**src/dpio_pkg.sv**
```systemverilog
// package: register map, field layout and codes of the io card decoder
package dpio_pkg;
  // byte offsets from the io base
  localparam logic [7:0] OFS_G1_PORT_A = 8'h00;
  localparam logic [7:0] OFS_G1_PORT_B = 8'h01;
  localparam logic [7:0] OFS_G1_PORT_C = 8'h02;
  localparam logic [7:0] OFS_G1_CTRL = 8'h03;
  localparam logic [7:0] OFS_G2_PORT_A = 8'h04;
  localparam logic [7:0] OFS_G2_PORT_B = 8'h05;
  localparam logic [7:0] OFS_G2_PORT_C = 8'h06;
  localparam logic [7:0] OFS_G2_CTRL = 8'h07;
  localparam logic [7:0] OFS_CNT_CH0 = 8'h10;
  localparam logic [7:0] OFS_CNT_CH1 = 8'h11;
  localparam logic [7:0] OFS_CNT_CH2 = 8'h12;
  localparam logic [7:0] OFS_CNT_MODE = 8'h13;
  localparam logic [7:0] OFS_IRQ_SRC = 8'h20;
  localparam logic [7:0] OFS_IRQ_CLR = 8'h30;
  // configuration header offset holding the bridge register base
  localparam logic [7:0] OFS_CFG_LCR_BASE = 8'h14;
  // interrupt source select field positions
  localparam int IRQ1_SEL_LSB = 0;
  localparam int IRQ2_SEL_LSB = 2;
  // reset values and the read value of write-only and unmapped offsets
  localparam logic [7:0] RST_BYTE = 8'h00;
  localparam logic [31:0] RST_LCR_BASE = 32'h0000_0000;
  localparam logic [7:0] RD_UNUSED = 8'hff;
  // interrupt source codes
  typedef enum logic [1:0] {
    DPIO_SRC_OFF = 2'h0,
    DPIO_SRC_FALL_C0 = 2'h1,
    DPIO_SRC_COMBO = 2'h2,
    DPIO_SRC_COUNT = 2'h3
  } dpio_src_e;
endpackage : dpio_pkg

```
**src/dpio_irq_src.sv**
```systemverilog
// one interrupt source selector with its pending flag
`timescale 1ns/1ps
module dpio_irq_src
  import dpio_pkg::*;
(
  // clock and reset
  input wire logic clk_i,
  input wire logic reset_i,
  // control
  input wire logic [1:0] sel_i,
  input wire logic clear_i,
  // synchronised port c bits and counter zero pulse
  input wire logic c0_i,
  input wire logic c3_i,
  input wire logic zero_i,
  // pending request
  output logic pend_o
);
  typedef struct packed {
    logic c0;
    logic c3;
    logic pend;
  } dpio_src_s;
  dpio_src_s st_r;
  dpio_src_s st_nxt;
  logic ev;

  // event detection per selected mode
  always_comb begin
    st_nxt = st_r;
    st_nxt.c0 = c0_i;
    st_nxt.c3 = c3_i;
    case (sel_i)
      DPIO_SRC_OFF: ev = 1'b0;
      DPIO_SRC_FALL_C0: ev = st_r.c0 & ~c0_i;
      DPIO_SRC_COMBO: begin
        // c3 falling while c0 low, or c0 rising while c3 high
        ev = (~c0_i & st_r.c3 & ~c3_i) |
             (~st_r.c0 & c0_i & c3_i);
      end
      DPIO_SRC_COUNT: ev = zero_i;
      default: ev = 1'b0;
    endcase
    // a new event wins over a clear in the same cycle
    if (ev) begin
      st_nxt.pend = 1'b1;
    end else if (clear_i) begin
      st_nxt.pend = 1'b0;
    end
  end

  // state register
  always_ff @(posedge clk_i or posedge reset_i) begin
    if (reset_i) begin
      st_r <= '0;
    end else begin
      st_r <= st_nxt;
    end
  end

  assign pend_o = st_r.pend;
endmodule : dpio_irq_src

```
**src/dpio_regs.sv**
```systemverilog
// byte register decoder of the dual port io card behind the bridge
//
// Behaviour
// card answers as target, never masters
// every register byte wide, byte access only
// six port data registers, read and write
// port control words write only
// counter channels and mode control/status
// interrupt select and clear write only
// bridge register base held at 14h
// host keeps firmware base and interrupt
// two bit source select per interrupt
// clear write drops pending interrupt request
`timescale 1ns/1ps
module dpio_regs
  import dpio_pkg::*;
(
  // clock and reset
  input wire logic clk_i,
  input wire logic reset_i,
  // byte io access from the bridge local side
  input wire logic io_sel_i,
  input wire logic io_wr_i,
  input wire logic io_rd_i,
  input wire logic [7:0] io_addr_i,
  input wire logic [7:0] io_wdata_i,
  output logic [7:0] io_rdata_o,
  output logic io_ack_o,
  // configuration header access for the bridge register base
  input wire logic cfg_wr_i,
  input wire logic [7:0] cfg_addr_i,
  input wire logic [31:0] cfg_wdata_i,
  output logic [31:0] bridge_local_config_regs_o,
  // port group data towards the io lines
  output logic [7:0] group1_port_a_o,
  output logic [7:0] group1_port_b_o,
  output logic [7:0] group1_port_c_o,
  output logic [7:0] group1_control_word_o,
  output logic [7:0] group2_port_a_o,
  output logic [7:0] group2_port_b_o,
  output logic [7:0] group2_port_c_o,
  output logic [7:0] group2_control_word_o,
  output logic [5:0] port_wr_o,
  // port group line levels, asynchronous
  input wire logic [7:0] group1_port_a_i,
  input wire logic [7:0] group1_port_b_i,
  input wire logic [7:0] group1_port_c_i,
  input wire logic [7:0] group2_port_a_i,
  input wire logic [7:0] group2_port_b_i,
  input wire logic [7:0] group2_port_c_i,
  // counter block access
  output logic [1:0] cnt_sel_o,
  output logic [7:0] cnt_wdata_o,
  output logic cnt_wr_o,
  output logic cnt_mode_wr_o,
  output logic cnt_rd_o,
  input wire logic [7:0] cnt_rdata_i,
  input wire logic [7:0] cnt_status_i,
  input wire logic event_zero_i,
  input wire logic timer_zero_i,
  // interrupt requests
  output logic first_card_irq_o,
  output logic second_card_irq_o,
  output logic card_irq_o
);
  typedef struct packed {
    logic [7:0] g1a;
    logic [7:0] g1b;
    logic [7:0] g1c;
    logic [7:0] g1ctl;
    logic [7:0] g2a;
    logic [7:0] g2b;
    logic [7:0] g2c;
    logic [7:0] g2ctl;
    logic [3:0] isel;
    logic [31:0] bridge_local_config_regs;
    logic [7:0] rdata;
    logic ack;
    logic [5:0] pwr;
    logic [1:0] csel;
    logic [7:0] cwd;
    logic cwr;
    logic cmwr;
    logic clr;
    logic crd;
    logic [47:0] s1;
    logic [47:0] s2;
    logic [47:0] s3;
  } dpio_regs_s;
  dpio_regs_s st_r;
  dpio_regs_s st_nxt;
  logic [47:0] pins;
  logic [47:0] pin_val;
  logic wr;
  logic rd;

  assign pins = {group2_port_c_i, group2_port_b_i, group2_port_a_i,
                 group1_port_c_i, group1_port_b_i, group1_port_a_i};
  // a pin counts as changed once the change reaches stage three, whether or not stage two still agrees
  // a request still held while its ack stands is not taken a second time,
  // so a counter or clear strobe never fires twice for one host access
  assign wr = io_sel_i & io_wr_i & ~st_r.ack;
  assign rd = io_sel_i & io_rd_i & ~io_wr_i & ~st_r.ack;

  ////////////////////////////////////////////////////////////////////////
  // next state: decode, read mux, synchroniser
  always_comb begin
    st_nxt = st_r;
    st_nxt.s1 = pins;
    st_nxt.s2 = st_r.s1;
    st_nxt.s3 = st_r.s2;
    pin_val = (st_r.s2 == st_r.s3) ? st_r.s2 : st_r.s3;
    st_nxt.ack = wr | rd;
    st_nxt.pwr = '0;
    st_nxt.cwr = 1'b0;
    st_nxt.cmwr = 1'b0;
    st_nxt.clr = 1'b0;
    st_nxt.crd = rd;
    // bridge base kept in the header at its offset
    if (cfg_wr_i && cfg_addr_i == OFS_CFG_LCR_BASE) begin
      st_nxt.bridge_local_config_regs = cfg_wdata_i;
    end
    // byte writes, upper address bits fully decoded
    if (wr) begin
      case (io_addr_i)
        OFS_G1_PORT_A: begin st_nxt.g1a = io_wdata_i; st_nxt.pwr[0] = 1'b1; end
        OFS_G1_PORT_B: begin st_nxt.g1b = io_wdata_i; st_nxt.pwr[1] = 1'b1; end
        OFS_G1_PORT_C: begin st_nxt.g1c = io_wdata_i; st_nxt.pwr[2] = 1'b1; end
        OFS_G1_CTRL: st_nxt.g1ctl = io_wdata_i;
        OFS_G2_PORT_A: begin st_nxt.g2a = io_wdata_i; st_nxt.pwr[3] = 1'b1; end
        OFS_G2_PORT_B: begin st_nxt.g2b = io_wdata_i; st_nxt.pwr[4] = 1'b1; end
        OFS_G2_PORT_C: begin st_nxt.g2c = io_wdata_i; st_nxt.pwr[5] = 1'b1; end
        OFS_G2_CTRL: st_nxt.g2ctl = io_wdata_i;
        OFS_CNT_CH0, OFS_CNT_CH1, OFS_CNT_CH2: begin
          st_nxt.csel = io_addr_i[1:0];
          st_nxt.cwd = io_wdata_i;
          st_nxt.cwr = 1'b1;
        end
        OFS_CNT_MODE: begin
          st_nxt.cwd = io_wdata_i;
          st_nxt.cmwr = 1'b1;
        end
        OFS_IRQ_SRC: st_nxt.isel = io_wdata_i[3:0];
        OFS_IRQ_CLR: st_nxt.clr = 1'b1;
        default: ;
      endcase
    end
    // byte reads; write-only and unmapped offsets give all ones
    if (rd) begin
      case (io_addr_i)
        OFS_G1_PORT_A: st_nxt.rdata = pin_val[7:0];
        OFS_G1_PORT_B: st_nxt.rdata = pin_val[15:8];
        OFS_G1_PORT_C: st_nxt.rdata = pin_val[23:16];
        OFS_G2_PORT_A: st_nxt.rdata = pin_val[31:24];
        OFS_G2_PORT_B: st_nxt.rdata = pin_val[39:32];
        OFS_G2_PORT_C: st_nxt.rdata = pin_val[47:40];
        OFS_CNT_CH0, OFS_CNT_CH1, OFS_CNT_CH2: begin
          st_nxt.rdata = cnt_rdata_i;
          st_nxt.csel = io_addr_i[1:0];
        end
        OFS_CNT_MODE: st_nxt.rdata = cnt_status_i;
        default: st_nxt.rdata = RD_UNUSED;
      endcase
    end
  end

  ////////////////////////////////////////////////////////////////////////
  // state register
  always_ff @(posedge clk_i or posedge reset_i) begin
    if (reset_i) begin
      st_r <= '0;
      st_r.bridge_local_config_regs <= RST_LCR_BASE;
    end else begin
      st_r <= st_nxt;
    end
  end

  ////////////////////////////////////////////////////////////////////////
  // interrupt sources, one per group
  dpio_irq_src u_src1 (
    .clk_i(clk_i),
    .reset_i(reset_i),
    .sel_i(st_r.isel[IRQ1_SEL_LSB+:2]),
    .clear_i(st_r.clr),
    .c0_i(pin_val[16]),
    .c3_i(pin_val[19]),
    .zero_i(event_zero_i),
    .pend_o(first_card_irq_o)
  );
  dpio_irq_src u_src2 (
    .clk_i(clk_i),
    .reset_i(reset_i),
    .sel_i(st_r.isel[IRQ2_SEL_LSB+:2]),
    .clear_i(st_r.clr),
    .c0_i(pin_val[40]),
    .c3_i(pin_val[43]),
    .zero_i(timer_zero_i),
    .pend_o(second_card_irq_o)
  );

  // outputs
  assign card_irq_o = first_card_irq_o | second_card_irq_o;
  assign io_rdata_o = st_r.rdata;
  assign io_ack_o = st_r.ack;
  assign bridge_local_config_regs_o = st_r.bridge_local_config_regs;
  assign group1_port_a_o = st_r.g1a;
  assign group1_port_b_o = st_r.g1b;
  assign group1_port_c_o = st_r.g1c;
  assign group1_control_word_o = st_r.g1ctl;
  assign group2_port_a_o = st_r.g2a;
  assign group2_port_b_o = st_r.g2b;
  assign group2_port_c_o = st_r.g2c;
  assign group2_control_word_o = st_r.g2ctl;
  assign port_wr_o = st_r.pwr;
  assign cnt_sel_o = st_r.csel;
  assign cnt_wdata_o = st_r.cwd;
  assign cnt_wr_o = st_r.cwr;
  assign cnt_mode_wr_o = st_r.cmwr;
  assign cnt_rd_o = st_r.crd;
endmodule : dpio_regs

```
**config.mk**
```make
export PLATFORM = sky130hd
export DESIGN_NAME = dpio_regs
export DESIGN_NICKNAME = d
export VERILOG_FILES = /design/src/dpio_pkg.sv /design/src/dpio_irq_src.sv /design/src/dpio_regs.sv
export SDC_FILE = /design/constraint.sdc
export NUM_CORES = 1
export LEC_CHECK = 0
export BUFFER_PORTS_ARGS = -buffer_cell sky130_fd_sc_hd__buf_2
export CORE_UTILIZATION = 53
export DETAILED_ROUTE_END_ITERATION = 12
export PLACE_DENSITY_LB_ADDON = 0.08
export SLEW_MARGIN = 5
export SYNTH_ARGS = -nofsm -noshare
export SYNTH_HDL_FRONTEND = slang
export SYNTH_SLANG_ARGS = --single-unit
```
**constraint.sdc**
```tcl
create_clock -name clk_i -period 9 [get_ports clk_i]
set_clock_uncertainty 0.05 [all_clocks]
set_input_delay 0 -clock clk_i [delete_from_list [all_inputs] [get_ports clk_i]]
set_output_delay 0 -clock clk_i [all_outputs]
set_load 0.02 [all_outputs]
```
==> metrics.md <==
| Metric | Value |
|---|---|
| Status | `completed` |
| Pwr/cell area | `200 nW/um^2` |
| Hold_sp | `group2_port_c_i[1]` |
| Final Power | `2.71 mW` |
| Syn avg cell area | `13.5 um^2` |
| Drt pass-1 iters | `4` |
| Finished Layout Cells | `1342` |
| R2r startpoint | `io_ack_o$_DFF_PP0_` |
| Die H | `144 um` |
| Remaining Overflow, GRT | `0` |
| Crit path launch type | `primary input` |
| GRT busiest layer | `met2` |
| CTS sink count | `279` |
| M3 GR Usage | `0.0387` |
| Max-Slew Margin vs Limit | `0.337` |
| CP endpoint kind | `flop` |
| Ports | `255` |
| Port bufs | `254` |
| Number of core rows | `51` |
| Final setup viols | `0` |
| Post-CTS setup buffers | `0` |
| Hold Crit Class | `in2reg` |
| Synth area leader | `dfrtp_1` |
| Per-cell routed wire length | `16.7 um` |
| CP max FO | `13` |
| Largest net degree at the start of global routing | `124` |
| Syn Nets | `925` |
| First-pass GRT wire length | `35.1 mm` |
| Tot GR Track Use | `0.221` |
| Async SR Flop Fraction | `1.00` |
| Reg2Reg Setup Slack | `6.62 ns` |
| DR iter-0 viols | `239` |
| Setup_tns | `0 ns` |
| Number of global-route vias before repair | `6822` |
| Synth cell types | `45` |
| Critical R2R Capture | `io_rdata_o[7]$_DFFE_PP0P_` |
| Period minus WS final | `3.05 ns` |
| Clock Latency Late Sink | `0.53 ns` |
| Antenna violations before repair | `2` |
| Cells after Synth | `797` |
| Seq/Total Area, Yosys | `0.649` |
| Post-Route Utilization | `0.688` |
| Max VDD drop | `0.155 mV` |
| Post-synth EDFFs | `0` |
| CTS tree | `yes` |
| Final Hold Viols | `0` |
| Initial core utilization | `0.547` |
| Clock Pin Slew Worst Setup and Hold Paths | `0.06 ns` |
| Min-Delay Endpoint | `st_nxt[89]$_DFF_PP0_` |
| Core ar. | `19700 um^2` |
| Syn-to-layout area delta | `25.7%` |
| Worst Max-Slew Pin Slew | `0.995 ns` |
| Via count | `6581` |
| CTS Buf Count | `28` |
| Die width | `144 um` |
| Clk root buf | `clkbuf_16` |
| DIE AREA | `20900 um^2` |
| Area contributors post-synth | `dfrtp_1 65%, buf_4 8.4%, mux2_2 7.5%, xor2_1 3.9%, nand2_1 2.4%` |
| Hold depth | `2` |
| Final Cell Area | `13500 um^2` |
| RSZ-0062 raised after global routing | `false` |
| Area after DPL | `11400 um^2` |
| Nets | `1184` |
| Period Utilization, post-route | `0.339` |
| Clock Tree Buf Depth | `3` |
| Via density | `4.90` |
| Max Cap Viol | `0` |
| Max-slew violation count | `0` |
| Leakage | `7.00 nW` |
| Max Clk Rate | `0.328 GHz` |
| # DRC | `0` |
| Post-Place Cells | `1172` |
| Hpwl dp | `15.4 mm` |
| Total Wirelength | `22.4 mm` |
| Post-synth top area share | `0.649` |
| Final ANT Viol Nets | `0` |
| Top_reg_cell synth | `dfrtp_1` |
| GR Util met2 | `0.389` |
| Layout cells sized above 1 | `0.367` |
| Mapped Area | `10800 um^2` |
| Critical path data arrival time | `3.47 ns` |
| H-tree Lvls | `1` |
| YS warnings | `0` |
| Setup CP Type | `in2reg` |
| GP Congestion | `0.858` |
| Reg2Reg Depth | `5` |
| Met1 Track Usage GR | `0.278` |
| Synth cell count leaders | `279 x dfrtp_1, 121 x buf_4, 72 x mux2_2, 68 x nand2_1, 48 x xor2_1` |
| Top-count cell post-synth | `dfrtp_1` |
| Synth Register Bits | `279` |
| Worst Path Required | `9.42 ns` |
| Post-cts gate resize count | `0` |
==> metal layers <==
layer / part of all wire / vias to the layer above
met5: 0 / -
met4: 0.017 / 0
met3: 0.053 / 30
met2: 0.52 / 198
met1: 0.41 / 3294
li1: - / 3059
==> per-stage QoR <==
stage | setup WS (ns) | hold slack [ns]
floorplan | 1.26 | -0.0186
global placement | 6.94 | 0.0574
detailed placement | 6.90 | 0.0593
CTS | 5.98 | 0.0320
global route | 5.86 | 0.0449
finish | 5.95 | 0.0549
==> critical path, cell delays in order <==
cell	delay (ns)
dlygate4sd3_1	0.54
buf_2	0.12
or3_4	0.38
dlygate4sd3_1	0.65
or4_4	0.55
or2_1	0.46
a21oi_1	0.20
dlygate4sd3_1	0.56
==> repair_timing <==
| item | 4_1_cts | 5_1_grt |
|---|---|---|
| endpoints found under the setup margin | 0 | 0 |
| hold buffers | 119 | 0 |
| endpoints found under the hold margin | 293 | 0 |
==> power breakdown <==
| group | switching (mW) | internal [mW] |
|---|---|---|
| Clock | 0.448 | 0.701 |
| Combinational | 0.113 | 0.102 |
| Sequential | 0.0331 | 1.31 |
| Total | 0.594 | 2.11 |
==> cell type report <==
| cell class | count | area (um^2) |
|---|---|---|
| repair buffers | 378 | 2500 |
| flip-flops and latches | 279 | 6980 |
| inverters | 11 | 48.8 |
| clock inverters | 7 | 88.8 |
| diodes | 2 | 5.00 |
| well taps | 265 | 332 |
| multi-input cells | 358 | 2720 |
| clock buffers | 42 | 845 |
| fillers | 1451 | 6140 |
==> how the worst max path moves through the flow <==
stage,to,depth (start not counted),slack (ns),start
after floorplan,async pin,1,1.26,reset_i
after global placement,group2_port_a_o[1]$_DFFE_PP0P_,6,6.94,io_addr_i[3]
after global routing,cnt_wr_o$_DFF_PP0_,8,5.86,io_addr_i[7]
after CTS,cnt_wr_o$_DFF_PP0_,8,5.98,io_addr_i[7]
final,cnt_wr_o$_DFF_PP0_,8,5.95,io_addr_i[7]
after detailed placement,group2_port_a_o[3]$_DFFE_PP0P_,6,6.90,io_addr_i[3]
==> cell families after synthesis <==
group	share of synthesized area
xor gates and xnor gates	0.0391
and+or+nand+nor	0.0662
muxes	0.118
AOI/OAI and AO/OA	0.0291
DFF	0.649
buffers and inverters	0.0990
==> sequential cells by signal (all words and copies together), names as in the netlist, named ones only <==
| signal | cells |
|---|---|
| st_nxt | 96 |
| st_r | 53 |
| bridge_local_config_regs_o | 32 |
| cnt_wdata_o | 8 |
| group1_control_word_o | 8 |
| group1_port_a_o | 8 |
| group1_port_b_o | 8 |
| group1_port_c_o | 8 |
| group2_control_word_o | 8 |
| group2_port_a_o | 8 |
| group2_port_b_o | 8 |
| group2_port_c_o | 8 |
| io_rdata_o | 8 |
| port_wr_o | 6 |
| u_src1.st_r | 2 |
| u_src2.st_r | 2 |
| cnt_mode_wr_o | 1 |
| cnt_rd_o | 1 |
| cnt_wr_o | 1 |
| io_ack_o | 1 |
| u_src1.pend_o | 1 |
| u_src2.pend_o | 1 |
==> cells in the final DEF (no fill, tap or decap), types with 2 or more instances in the layout <==
cell type / Yosys / final
dfrtp_1: 279 / 279
buf_2: 2 / 254
dlygate4sd3_1: 0 / 119
mux2_2: 72 / 72
nand2_1: 68 / 68
xor2_1: 48 / 48
nor2_1: 32 / 32
clkbuf_16: 0 / 29
a21oi_1: 22 / 22
mux2i_1: 20 / 20
nor4_1: 12 / 12
mux2_1: 12 / 12
o21ai_0: 10 / 10
inv_1: 9 / 8
mux2_4: 8 / 8
o22ai_1: 8 / 8
clkbuf_8: 0 / 7
nor3_1: 6 / 6
clkbuf_1: 24 / 6
buf_4: 121 / 5
nand3_1: 4 / 4
a22oi_1: 4 / 4
clkinv_2: 0 / 4
nand4_1: 3 / 3
diode_2: 0 / 2
nand3b_1: 2 / 2
nor2b_1: 2 / 2
inv_2: 2 / 2
nand3_4: 2 / 2
nand2_2: 2 / 2
a22o_1: 2 / 2
a31oi_1: 2 / 2
bufinv_16: 0 / 2
No activity file was read; power rests on OpenSTA's default activity.
